## src/rtl/fspc_pkg.sv

```systemverilog
// constants and types shared by the flash self-program controller
package fspc_pkg;
    localparam int CLK_PERIOD_NS = 10;
    localparam int UNLOCK_WINDOW_NS = 20480;
    localparam int UNLOCK_CYCLES = (UNLOCK_WINDOW_NS + CLK_PERIOD_NS - 1) / CLK_PERIOD_NS;
    localparam int TIMER_W = 12;

    localparam int WORD_W = 16;
    localparam int BUF_WORDS = 32;
    localparam int BUF_IDX_W = 5;
    localparam int ADDR_W = 13;
    localparam int KEY_SLOTS = 6;

    // register byte offsets on the bus
    localparam logic [7:0] OFS_MAIN = 8'h00;
    localparam logic [7:0] OFS_RESET_KEY = 8'h04;
    localparam logic [7:0] OFS_BUF_CLR = 8'h08;
    localparam logic [7:0] OFS_ADDR_LO = 8'h0C;
    localparam logic [7:0] OFS_ADDR_HI = 8'h10;
    localparam logic [7:0] OFS_DATA0_LO = 8'h14;
    localparam logic [7:0] OFS_DATA0_HI = 8'h18;
    localparam logic [7:0] OFS_KEY_FIRST = 8'h1C;
    localparam logic [7:0] OFS_KEY_LAST = 8'h30;
    localparam logic [7:0] OFS_STATUS = 8'h34;

    // main control register and buffer clear register bit positions
    localparam int BIT_READ_TRIG = 0;
    localparam int BIT_READ_PERMIT = 1;
    localparam int BIT_PROG_TRIG = 2;
    localparam int BIT_UNLOCK_TRIG = 3;
    localparam int BIT_MODE_LO = 4;
    localparam int BIT_EW_ENABLED = 7;
    localparam int BIT_BUF_CLR = 0;

    localparam logic [7:0] RST_BYTE = 8'h00;
    localparam logic [2:0] RST_MODE = 3'h0;
    localparam logic [ADDR_W-1:0] RST_ADDR = 13'h0000;

    localparam logic [2:0] MODE_WRITE = 3'h0;
    localparam logic [2:0] MODE_ERASE = 3'h1;
    localparam logic [2:0] MODE_READ = 3'h3;
    localparam logic [2:0] MODE_EW_ENABLE = 3'h6;

    localparam logic [7:0] CHIP_RESET_PATTERN = 8'h55;
    // slot order: pair1 low, pair1 high, pair2 low, pair2 high, pair3 low, pair3 high
    localparam logic [47:0] KEY_PATTERN = 48'h40C3_090D_0400;

    localparam logic [1:0] RESP_OKAY = 2'h0;
    localparam logic [1:0] RESP_SLVERR = 2'h2;

    typedef enum logic [1:0] {
        ST_IDLE = 2'b00,
        ST_READ = 2'b01,
        ST_PROG = 2'b10
    } fspc_state_e;
endpackage : fspc_pkg

```

## src/rtl/fspc_flash_ctrl.sv

```systemverilog
// flash self-program controller: bus registers, unlock, operation sequencer
`timescale 1ns/1ps
module fspc_flash_ctrl
    import fspc_pkg::*;
(
    // clock and reset
    input wire logic clock,
    input wire logic arst_n,
    // axi4-lite write address
    input wire logic [7:0] s_axi_awaddr,
    input wire logic s_axi_awvalid,
    output logic s_axi_awready,
    // axi4-lite write data and response
    input wire logic [31:0] s_axi_wdata,
    input wire logic [3:0] s_axi_wstrb,
    input wire logic s_axi_wvalid,
    output logic s_axi_wready,
    output logic [1:0] s_axi_bresp,
    output logic s_axi_bvalid,
    input wire logic s_axi_bready,
    // axi4-lite read
    input wire logic [7:0] s_axi_araddr,
    input wire logic s_axi_arvalid,
    output logic s_axi_arready,
    output logic [31:0] s_axi_rdata,
    output logic [1:0] s_axi_rresp,
    output logic s_axi_rvalid,
    input wire logic s_axi_rready,
    // flash array
    output logic flash_start,
    output logic [2:0] flash_mode,
    output logic [fspc_pkg::ADDR_W-1:0] flash_addr,
    input wire logic flash_done,
    input wire logic [fspc_pkg::WORD_W-1:0] flash_rdata,
    input wire logic [fspc_pkg::BUF_IDX_W-1:0] flash_buf_index,
    output logic [fspc_pkg::WORD_W-1:0] flash_buf_word,
    // system
    output logic cpu_stall,
    output logic chip_reset_pulse
);
    function automatic logic fspc_reg_hit(input logic [7:0] a);
        return a[1:0] == 2'b00 && a <= OFS_STATUS;
    endfunction : fspc_reg_hit

    function automatic logic [3:0] fspc_key_slot(input logic [7:0] a);
        logic [7:0] d;
        d = a - OFS_KEY_FIRST;
        // msb flags a hit on one of the six key registers
        return (a >= OFS_KEY_FIRST && a <= OFS_KEY_LAST) ? {1'b1, d[4:2]} : 4'h0;
    endfunction : fspc_key_slot

    logic aw_held;
    logic w_held;
    logic [7:0] aw_addr;
    logic [7:0] wd;
    logic w_strb0;
    logic wr_fire;
    logic wr_en;
    logic [3:0] wr_key;
    logic [3:0] rd_key;
    logic [7:0] rd_byte;

    fspc_state_e state;
    logic read_trigger_bit;
    logic read_permit_bit;
    logic program_trigger_bit;
    logic [2:0] operation_mode_field;
    logic erase_write_enabled_status;
    logic buffer_clear_bit;
    logic [7:0] chip_reset_key;
    logic [7:0] first_data_low;
    logic [7:0] first_data_high;
    logic [7:0] key_reg [KEY_SLOTS];
    logic unlock_active;
    logic unlock_ok;
    logic main_we;
    logic start_read;
    logic start_prog;
    logic load_word;

    assign wr_fire = aw_held && w_held && !s_axi_bvalid;
    assign wr_en = wr_fire && w_strb0 && fspc_reg_hit(aw_addr);
    assign wr_key = fspc_key_slot(aw_addr);
    assign rd_key = fspc_key_slot(s_axi_araddr);
    assign main_we = wr_en && aw_addr == OFS_MAIN;
    assign load_word = wr_en && aw_addr == OFS_DATA0_HI;
    // program beats read when both are raised together
    assign start_prog = main_we && wd[BIT_PROG_TRIG] && erase_write_enabled_status && state == ST_IDLE
        && (wd[6:4] == MODE_WRITE || wd[6:4] == MODE_ERASE) && !buffer_clear_bit;
    assign start_read = main_we && wd[BIT_READ_TRIG] && read_permit_bit && wd[6:4] == MODE_READ
        && state == ST_IDLE && !start_prog;

    // write channel: address and data taken in either order, applied once both are held
    always_ff @(posedge clock or negedge arst_n) begin
        if (!arst_n) begin
            s_axi_awready <= 1'b1;
            s_axi_wready <= 1'b1;
            s_axi_bvalid <= 1'b0;
            s_axi_bresp <= RESP_OKAY;
            aw_held <= 1'b0;
            w_held <= 1'b0;
            aw_addr <= RST_BYTE;
            wd <= RST_BYTE;
            w_strb0 <= 1'b0;
        end else begin
            if (s_axi_awvalid && s_axi_awready) begin
                aw_held <= 1'b1;
                s_axi_awready <= 1'b0;
                aw_addr <= s_axi_awaddr;
            end
            if (s_axi_wvalid && s_axi_wready) begin
                w_held <= 1'b1;
                s_axi_wready <= 1'b0;
                wd <= s_axi_wdata[7:0];
                w_strb0 <= s_axi_wstrb[0];
            end
            if (wr_fire) begin
                aw_held <= 1'b0;
                w_held <= 1'b0;
                s_axi_bvalid <= 1'b1;
                s_axi_bresp <= fspc_reg_hit(aw_addr) ? RESP_OKAY : RESP_SLVERR;
            end
            if (s_axi_bvalid && s_axi_bready) begin
                s_axi_bvalid <= 1'b0;
                s_axi_awready <= 1'b1;
                s_axi_wready <= 1'b1;
            end
        end
    end

    always_comb begin
        rd_byte = RST_BYTE;
        case (s_axi_araddr)
            OFS_MAIN: rd_byte = {erase_write_enabled_status, operation_mode_field, unlock_active,
                program_trigger_bit, read_permit_bit, read_trigger_bit};
            OFS_RESET_KEY: rd_byte = chip_reset_key;
            OFS_BUF_CLR: rd_byte = {7'h00, buffer_clear_bit};
            OFS_ADDR_LO: rd_byte = flash_addr[7:0];
            OFS_ADDR_HI: rd_byte = {3'h0, flash_addr[12:8]};
            OFS_DATA0_LO: rd_byte = first_data_low;
            OFS_DATA0_HI: rd_byte = first_data_high;
            OFS_STATUS: rd_byte = {7'h00, cpu_stall};
            default: rd_byte = rd_key[3] ? key_reg[rd_key[2:0]] : RST_BYTE;
        endcase
    end

    always_ff @(posedge clock or negedge arst_n) begin
        if (!arst_n) begin
            s_axi_arready <= 1'b1;
            s_axi_rvalid <= 1'b0;
            s_axi_rdata <= '0;
            s_axi_rresp <= RESP_OKAY;
        end else if (s_axi_arvalid && s_axi_arready) begin
            s_axi_arready <= 1'b0;
            s_axi_rvalid <= 1'b1;
            s_axi_rdata <= {24'h000000, rd_byte};
            s_axi_rresp <= fspc_reg_hit(s_axi_araddr) ? RESP_OKAY : RESP_SLVERR;
        end else if (s_axi_rvalid && s_axi_rready) begin
            s_axi_rvalid <= 1'b0;
            s_axi_arready <= 1'b1;
        end
    end

    // main control bits
    always_ff @(posedge clock or negedge arst_n) begin
        if (!arst_n) begin
            operation_mode_field <= RST_MODE;
            read_permit_bit <= 1'b0;
        end else if (main_we) begin
            operation_mode_field <= wd[6:4];
            read_permit_bit <= wd[BIT_READ_PERMIT];
        end
    end

    // set by a good key wins over a software clear in the same cycle
    always_ff @(posedge clock or negedge arst_n) begin
        if (!arst_n) begin
            erase_write_enabled_status <= 1'b0;
        end else if (unlock_ok) begin
            erase_write_enabled_status <= 1'b1;
        end else if (main_we && !wd[BIT_EW_ENABLED]) begin
            erase_write_enabled_status <= 1'b0;
        end
    end

    always_ff @(posedge clock or negedge arst_n) begin
        if (!arst_n) begin
            read_trigger_bit <= 1'b0;
            program_trigger_bit <= 1'b0;
        end else begin
            if (start_read) begin
                read_trigger_bit <= 1'b1;
            end else if (state == ST_READ && flash_done) begin
                read_trigger_bit <= 1'b0;
            end
            if (start_prog) begin
                program_trigger_bit <= 1'b1;
            end else if (state == ST_PROG && flash_done) begin
                program_trigger_bit <= 1'b0;
            end
        end
    end

    // operation sequencer; the cpu is held for the whole operation
    always_ff @(posedge clock or negedge arst_n) begin
        if (!arst_n) begin
            state <= ST_IDLE;
            flash_start <= 1'b0;
            flash_mode <= RST_MODE;
            cpu_stall <= 1'b0;
        end else begin
            flash_start <= 1'b0;
            case (state)
                ST_IDLE: begin
                    if (start_prog) begin
                        state <= ST_PROG;
                        flash_start <= 1'b1;
                        flash_mode <= wd[6:4];
                        cpu_stall <= 1'b1;
                    end else if (start_read) begin
                        state <= ST_READ;
                        flash_start <= 1'b1;
                        flash_mode <= MODE_READ;
                        cpu_stall <= 1'b1;
                    end
                end
                ST_READ, ST_PROG: begin
                    if (flash_done) begin
                        state <= ST_IDLE;
                        cpu_stall <= 1'b0;
                    end
                end
                default: begin
                    state <= ST_IDLE;
                    cpu_stall <= 1'b0;
                end
            endcase
        end
    end

    // address pair and first data pair
    always_ff @(posedge clock or negedge arst_n) begin
        if (!arst_n) begin
            flash_addr <= RST_ADDR;
            first_data_low <= RST_BYTE;
            first_data_high <= RST_BYTE;
        end else begin
            if (wr_en && aw_addr == OFS_ADDR_LO) begin
                flash_addr[7:0] <= wd;
            end
            if (wr_en && aw_addr == OFS_ADDR_HI) begin
                flash_addr[12:8] <= wd[4:0];
            end
            if (wr_en && aw_addr == OFS_DATA0_LO) begin
                first_data_low <= wd;
            end
            if (load_word) begin
                first_data_high <= wd;
                // stops at the last word so the page never spills over
                if (flash_addr[BUF_IDX_W-1:0] != 5'h1F) begin
                    flash_addr <= flash_addr + 13'h0001;
                end
            end
            if (state == ST_READ && flash_done) begin
                {first_data_high, first_data_low} <= flash_rdata;
            end
        end
    end

    always_ff @(posedge clock or negedge arst_n) begin
        if (!arst_n) begin
            chip_reset_key <= RST_BYTE;
            chip_reset_pulse <= 1'b0;
            buffer_clear_bit <= 1'b0;
        end else begin
            chip_reset_pulse <= wr_en && aw_addr == OFS_RESET_KEY && wd == CHIP_RESET_PATTERN;
            if (wr_en && aw_addr == OFS_RESET_KEY) begin
                chip_reset_key <= wd;
            end
            // clearing every word takes one cycle, then the bit drops
            buffer_clear_bit <= wr_en && aw_addr == OFS_BUF_CLR && wd[BIT_BUF_CLR];
        end
    end

    for (genvar k = 0; k < KEY_SLOTS; k++) begin : g_key
        always_ff @(posedge clock or negedge arst_n) begin
            if (!arst_n) begin
                key_reg[k] <= RST_BYTE;
            end else if (wr_en && wr_key == {1'b1, 3'(k)}) begin
                key_reg[k] <= wd;
            end
        end
    end

    fspc_unlock_window #(
        .WINDOW_CYCLES(UNLOCK_CYCLES)
    ) u_unlock (
        .clock(clock),
        .arst_n(arst_n),
        .start(main_we && wd[BIT_UNLOCK_TRIG] && wd[6:4] == MODE_EW_ENABLE),
        .key_we(wr_en && wr_key[3]),
        .key_slot(wr_key[2:0]),
        .key_data(wd),
        .active(unlock_active),
        .unlock_ok(unlock_ok)
    );

    fspc_page_buffer u_buffer (
        .clock(clock),
        .arst_n(arst_n),
        .clear(buffer_clear_bit),
        .we(load_word),
        .widx(flash_addr[BUF_IDX_W-1:0]),
        .wdata({wd, first_data_low}),
        .ridx(flash_buf_index),
        .rdata(flash_buf_word)
    );
endmodule : fspc_flash_ctrl

```

## src/rtl/fspc_page_buffer.sv

```systemverilog
// one-page write buffer of flip-flops with registered read port
`timescale 1ns/1ps
module fspc_page_buffer
    import fspc_pkg::*;
(
    // clock and reset
    input wire logic clock,
    input wire logic arst_n,
    // fill side
    input wire logic clear,
    input wire logic we,
    input wire logic [fspc_pkg::BUF_IDX_W-1:0] widx,
    input wire logic [fspc_pkg::WORD_W-1:0] wdata,
    // drain side
    input wire logic [fspc_pkg::BUF_IDX_W-1:0] ridx,
    output logic [fspc_pkg::WORD_W-1:0] rdata
);
    logic [WORD_W-1:0] mem [BUF_WORDS];

    for (genvar g = 0; g < BUF_WORDS; g++) begin : g_word
        always_ff @(posedge clock or negedge arst_n) begin
            if (!arst_n) begin
                mem[g] <= '0;
            end else if (clear) begin
                mem[g] <= '0;
            end else if (we && widx == BUF_IDX_W'(g)) begin
                mem[g] <= wdata;
            end
        end
    end

    always_ff @(posedge clock or negedge arst_n) begin
        if (!arst_n) begin
            rdata <= '0;
        end else begin
            rdata <= mem[ridx];
        end
    end
endmodule : fspc_page_buffer

```

## src/rtl/fspc_unlock_window.sv

```systemverilog
// key-protected unlock procedure with its window timer
`timescale 1ns/1ps
module fspc_unlock_window
    import fspc_pkg::*;
#(
    parameter int WINDOW_CYCLES = fspc_pkg::UNLOCK_CYCLES
)
(
    // clock and reset
    input wire logic clock,
    input wire logic arst_n,
    // software side
    input wire logic start,
    input wire logic key_we,
    input wire logic [2:0] key_slot,
    input wire logic [7:0] key_data,
    // status
    output logic active,
    output logic unlock_ok
);
    logic [TIMER_W-1:0] count;
    logic [KEY_SLOTS-1:0] match;
    logic [KEY_SLOTS-1:0] next_match;

    always_comb begin
        next_match = match;
        if (key_we && key_slot < 3'(KEY_SLOTS)) begin
            next_match[key_slot] = (key_data == KEY_PATTERN[8*key_slot +: 8]);
        end
    end

    // window timer; a fresh start re-arms it and forgets old key bytes
    always_ff @(posedge clock or negedge arst_n) begin
        if (!arst_n) begin
            active <= 1'b0;
            count <= '0;
        end else if (start) begin
            active <= 1'b1;
            count <= TIMER_W'(WINDOW_CYCLES - 1);
        end else if (active) begin
            if (count == '0) begin
                active <= 1'b0;
            end else begin
                count <= count - 1'b1;
            end
        end
    end

    always_ff @(posedge clock or negedge arst_n) begin
        if (!arst_n) begin
            match <= '0;
        end else if (start || !active || count == '0) begin
            match <= '0;
        end else begin
            match <= next_match;
        end
    end

    // only a pattern completed inside the window counts
    always_ff @(posedge clock or negedge arst_n) begin
        if (!arst_n) begin
            unlock_ok <= 1'b0;
        end else begin
            unlock_ok <= active && !start && count != '0 && key_we && (&next_match);
        end
    end
endmodule : fspc_unlock_window

```

## config.mk

```make
export PLATFORM = sky130hd
export DESIGN_NAME = fspc_flash_ctrl
export DESIGN_NICKNAME = d
export VERILOG_FILES = /design/src/rtl/fspc_pkg.sv /design/src/rtl/fspc_flash_ctrl.sv /design/src/rtl/fspc_page_buffer.sv /design/src/rtl/fspc_unlock_window.sv
export SDC_FILE = /design/constraint.sdc
export NUM_CORES = 1
export LEC_CHECK = 0
export BUFFER_PORTS_ARGS = -buffer_cell sky130_fd_sc_hd__buf_2
export CAP_MARGIN = 20
export CORE_ASPECT_RATIO = 0.7
export CORE_MARGIN = 5
export CORE_UTILIZATION = 40
export CTS_BUF_LIST = sky130_fd_sc_hd__clkbuf_16
export CTS_CLUSTER_SIZE = 12
export DETAILED_ROUTE_END_ITERATION = 6
export PLACE_DENSITY = 0.53
export SETUP_SLACK_MARGIN = 0.5
export SLEW_MARGIN = 5
export SYNTH_ARGS = -nofsm -noshare
export SYNTH_HDL_FRONTEND = slang
export SYNTH_SLANG_ARGS = --single-unit
```

## constraint.sdc

```tcl
create_clock -name clock -period 9.4 [get_ports clock]
set_input_delay 0.94 -clock clock [delete_from_list [all_inputs] [get_ports clock]]
set_output_delay 0.94 -clock clock [all_outputs]
set_load 0.02 [all_outputs]
```

# [Word-level counts from Yosys, hierarchy flattened]
# Index checks and enable logic that the tools add are counted.
[totals] romBits=0 ramBits=0 n_memories=0 in_bits=81 ff_bits=685 latch_bits=0
[classes] n_mux=128 order_cmp=11 n_div=0 mul=0 n_bitwise=2 n_eq_ne=61 n_reduce_logical=150 shifts=1 n_addsub=4
[op_table] cell="16-bit two-way mux" n=66
[op_table] cell="2-bit nonzero test" n=45
[op_table] cell="1-bit logical AND" n=82
[op_table] cell="16-bit binary-select mux with 5-bit select" n=1
[op_table] cell="5-bit equality test (second input constant)" n=16
[op_table] cell="8-bit two-way mux" n=8
[op_table] cell="8-bit case mux with 8 select lines" n=1
[op_table] cell="8-bit by 5-bit equality test with 1-bit output (second input constant)" n=6
[op_table] cell="48-bit by 7-bit variable part select with 8-bit output (first input constant)" n=1
[op_table] cell="5-bit by 4-bit equality test with 1-bit output (second input constant)" n=8
[op_table] cell="12-bit two-way mux" n=3
[op_table] cell="8-bit by 4-bit equality test with 1-bit output (second input constant)" n=4
[op_table] cell="8-bit by 6-bit <= comparator with 1-bit output (second input constant)" n=4
[op_table] cell="1-bit two-way mux" n=30
[op_table] cell="13-bit two-way mux" n=2
[op_table] cell="8-bit binary-select mux with 3-bit select" n=1
[op_table] cell="4-bit equality test (second input constant)" n=6
[op_table] cell="5-bit by 3-bit equality test with 1-bit output (second input constant)" n=4
[op_table] cell="8-bit by 3-bit equality test with 1-bit output (second input constant)" n=2
[op_table] cell="8-bit by 5-bit greater-or-equal comparator with 1-bit output (second input constant)" n=2
[op_table] cell="8-bit logical NOT" n=2
[op_table] cell="13-bit by 1-bit adder with 13-bit output (second input constant)" n=1
[op_table] cell="12-bit logical NOT" n=1
[op_table] cell="6-bit two-way mux" n=2
[op_table] cell="40 further kinds" n=59

# [Longest topological paths before layout]
[logic_depth] ltp_word=15 ltp_mapped=11 depth_no_buf=10

# [Cells and area by module]
# Synthesis repeated with hierarchy kept, for this count alone.
[hier_totals] cells_unflattened=3576 area_unflattened_um2=33639.8
[by_module_without_submodules] module="fspc_page_buffer" instances=1 cells_per_inst=2798 seq_area_each_um2=13212.7 area_per_inst_um2=25398.1
[by_module_without_submodules] module="fspc_flash_ctrl" instances=1 cells_per_inst=647 seq_area_each_um2=3382.0 area_per_inst_um2=6991.7
[by_module_without_submodules] module="fspc_unlock_window" instances=1 cells_per_inst=131 seq_area_each_um2=500.5 area_per_inst_um2=1249.9

# [Least setup slack after synthesis]
# OpenSTA, ideal clock, no wires.
[synth_path] path_kind="input port to flip-flop" from="input s_axi_araddr[2]" to="register s_axi_rdata[0]" t_arrival_ps=3266 required_time_ps=9335 cell_stages=11 setup_slack_ps=6068 path_cell_list="clkbuf_1 inv_1 ha_1 or3b_1 clkbuf_1 a2111oi_4 and2_0 clkbuf_1 a222oi_1 a21boi_0 o22a_1"
[synth_between] elab_chain_len=9 word_cells_on_any_way=19 cone_classes="add/sub (1); order compare (2); eq/ne (7); mux (6); bitwise (1); reduce/logical (2)"
[synth_lines] element="start, declared" line_no="fspc_flash_ctrl.sv:22" rtl="input wire logic [7:0] s_axi_araddr,"
[synth_lines] element="8-bit by 5-bit greater-or-equal comparator with 1-bit output or 8-bit by 6-bit <= comparator with 1-bit output (tied branches)" line_no="fspc_flash_ctrl.sv:49" rtl="return (a >= OFS_KEY_FIRST && a <= OFS_KEY_LAST) ? {1'b1, d[4:2]} : 4'h0;"
[synth_lines] element="1-bit logical AND" line_no="fspc_flash_ctrl.sv:49"
[synth_lines] element="4-bit two-way mux" line_no="fspc_flash_ctrl.sv:49"
[synth_lines] element="3-bit NOT with 4-bit output (not written as such)" line_no="fspc_flash_ctrl.sv:143" rtl="default: rd_byte = rd_key[3] ? key_reg[rd_key[2:0]] : RST_BYTE;"
[synth_lines] element="8-bit binary-select mux with 3-bit select" line_no="fspc_flash_ctrl.sv:143"
[synth_lines] element="8-bit two-way mux (not written as such) (2 in a row)" line_no="fspc_flash_ctrl.sv:143"
[synth_lines] element="8-bit two-way mux" line_no="fspc_flash_ctrl.sv:143"
[synth_lines] element="8-bit case mux with 8 select lines *" line_no="fspc_flash_ctrl.sv:133" rtl="case (s_axi_araddr)"
[synth_lines] element="end signal, assigned" line_no="fspc_flash_ctrl.sv:156" rtl="s_axi_rdata <= {24'h000000, rd_byte};"
[synth_lines] element="end, declared" line_no="fspc_flash_ctrl.sv:25" rtl="output logic [31:0] s_axi_rdata,"
# Mark *: on every way between the ends. The rest lies on a longest branch, timed or not. The select of a mux whose other input is x is not followed.
# A chain may end at the register's enable or synchronous reset.

# [Worst setup path in the final report]
[layout_path] from="input s_axi_araddr[2]" to="register s_axi_rdata[1]"
# The elaborated chain is that of the path after synthesis.

==> impl_metrics.toml <==
[outcome]
status = "finished, final reports clean"

[worst_setup_path]
end_kind = "flip-flop"
arrival_ns = 4.30
reg2reg_to = "flash_addr[7]"
crit_type = "input pin to flip-flop"
reg2regPathDepth = 8
crit_required_ns = 9.92
critPathMaxFanout = 13
cp-start-kind = "input pin"
r2r-start = "aw_addr[1]"
r2r_slack_ns = 5.67

[placement]
port-buffer-count = 103
dp_hpwl_um = 64900
place_ws_ns = 5.08
placed_cell_area_sq_um = 34200
place.gp.congestion = 0.890

[yosys]
ys_warn_count = 0
synth-main-ff-cell = "dfrtp_1"
yosys_register_bits = 683
netlist_area_sq_um = 33100
postSynthAreaPerCell_sq_um = 9.99
syn_inst = 3310
netlist-cell-type-count = 72
ys_seq_area_share_pct = 51.7
synthArstFlopShare_pct = 100
synth-edff-count = 0

[drt]
via_count = 25400
drt_wl_total_um = 106000
ant_nets = 0
viasPerCell = 5.78
post-route-drc-count = 0
avgRoutedWirePerCell_um = 24.0
drt_pass1_iterations = 6
drt_iter0_drc = 2995

[floorplanning]
die_x_um = 354
dieArea_sq_um = 88600
fp.dieH_um = 251
initial_core_util_pct = 40.3
top_level_ports = 157
floorplan.rows = 88
core_area_sq_um = 82100

[sta]
fin_crit_sh_pct = 40.2
rsz0062_at_grt = "no"
fin_setup_tns_ns = 0
max_freq_mhz = 264
worst_slack_ns = 5.62
setup_viol = 0
clock_skew_ns = 0.0249
relSlewSlack_pct = 19.3
post-route-min-period_ns = 3.78
drv_slew = 0
worstMarginPinSlew_ns = 1.21
hold_viol = 0

[cts]
cts_htree_levels = 3
ctsHoldBuffers = 0
clockRootBuffer = "clkbuf_16"
cts_made_buffers = 72
cts_sinks = 683
cts-resized-gates = 0
clkLatencyLatePin_ns = 0.63
cts_max_path_buffers = 3
post_cts_buffers = 0
clk_pin_slew_worst_paths_ns = 0.06
cts_tree = "built"

[grt]
grt_max_degree = 174
grt-ovfl-total = 0
antenna_found_initial = 3
grt_util_all_layers_pct = 23.5
grt_pass1_wl_um = 161000
grt_pass1_vias = 25400

[finish]
stdcell_area_sq_um = 36500
fin_util_pct = 44.4
area_growth_pct = 10.3
layout-drive-gt1-share_pct = 16.6
largest_register_ffs = 512
antenna_cells = 0
nNetsFinal = 3374

[flow_run]
cap_violations = 0

[power_and_ir_drop]
irDropWorstVdd_uv = 226
finalPower_mw = 6.76
p_leak_nw = 15.9
power_density_nw_per_um2 = 185

[min_path]
min-delay-path-class = "input pin to async pin"
[cells by family after synthesis]
logic type	count (synthesis)	share of synthesized area, %
AND/OR/NAND/NOR	1306	16.1
flip-flops	683	51.7
AO/OA/AOI/OAI	647	10.9
buffers and inverters	326	4.19
multiplexers	316	16.0
adder cells (fa/ha/maj)	22	0.833
XOR/XNOR	9	0.238
other	1	0.0113
[layout make-up]
type | instances | area, sq um
fillers | 7651 | 45700
clock buffers | 75 | 1880
well taps | 1080 | 1350
multi-input cells | 2326 | 14700
flip-flops and latches | 683 | 17100
inverters | 27 | 101
repair buffers | 161 | 1090
clock inverters | 46 | 225
[worst max-delay path: stages]
cell and delay [ns]:
buf_2 0.31, ha_1 0.45, and4b_1 0.26, a32oi_1 0.90, nor2_1 0.38, a222oi_1 0.45
a21boi_0 0.34, o22a_1 0.26
[placed cells by master, fill, tap and decap left out, types with 7 or more instances in the layout]
cell / synthesis / routed
a211oi_1: 7 / 7
a21oi_1: 499 / 499
a221oi_1: 7 / 7
a222oi_1: 10 / 10
a22o_1: 8 / 8
and3_1: 16 / 16
buf_2: 28 / 100
buf_4: 32 / 49
clkbuf_16: 0 / 75
clkinv_1: 1 / 12
conb_1: 1 / 26
dfrtp_1: 680 / 671
dfrtp_2: 0 / 8
ha_1: 22 / 22
inv_1: 26 / 50
mux2_2: 100 / 100
mux2i_1: 56 / 56
mux4_2: 160 / 160
nand2_1: 1034 / 1034
nand2b_1: 12 / 12
nand3_1: 73 / 73
nand4_1: 7 / 7
nor2_1: 92 / 77
nor2_2: 1 / 16
nor2b_1: 10 / 10
nor3_1: 10 / 10
o21ai_0: 40 / 40
o22a_1: 7 / 7
o22ai_1: 10 / 10
o41ai_1: 7 / 7
or3_1: 10 / 10
[worst max path at each step]
stage	startpoint	to	slack [ns]
after detailed placement	s_axi_araddr[2]	s_axi_rdata[1]	5.08
after floorplan	s_axi_araddr[2]	s_axi_rdata[0]	6.07
after CTS	aw_addr[1]	flash_addr[7]	5.70
after global placement	s_axi_araddr[2]	s_axi_rdata[2]	5.12
final	s_axi_araddr[2]	s_axi_rdata[1]	5.62
after global routing	s_axi_araddr[2]	s_axi_rdata[1]	5.43
[metal layers]
layer	vias to the layer above	share of wire [%]	global-route usage (%)
met5	-	0	0
met4	0	1.9	5.08
li1	11300	-	-
met1	13100	45	34.4
met3	126	9.0	6.57
met2	991	45	35.2
[cell usage after synthesis, drive strengths merged (12+ instances only)]
| library cell | instances | area (sq um) |
|---|---|---|
| nand2 | 1034 | 3880 |
| nor2 | 94 | 363 |
| mux4 | 160 | 3600 |
| clkbuf | 222 | 833 |
| nand2b | 12 | 75.1 |
| buf | 77 | 452 |
| a21oi | 500 | 2510 |
| dfrtp | 680 | 17000 |
| inv | 26 | 97.6 |
| ha | 22 | 275 |
| mux2 | 100 | 1130 |
| mux2i | 56 | 561 |
| and3 | 16 | 100 |
| o21ai | 41 | 205 |
| nand3 | 74 | 375 |
[per-stage QoR]
stage | hold WS (ns) | std cells
floorplan | 0.408 | 3335
global placement | 0.460 | 4270
detailed placement | 0.464 | 4270
CTS | 0.328 | 4391
global route | 0.365 | 4398
finish | 0.317 | 4398
[report_power, final]
part	switching [mW]	total (mW)	internal [mW]
sequential	0.166	3.19	3.03
combinational	0.661	0.908	0.247
clock	1.20	2.66	1.46
total	2.02	6.76	4.73
Power figures use the tool's default switching activity.
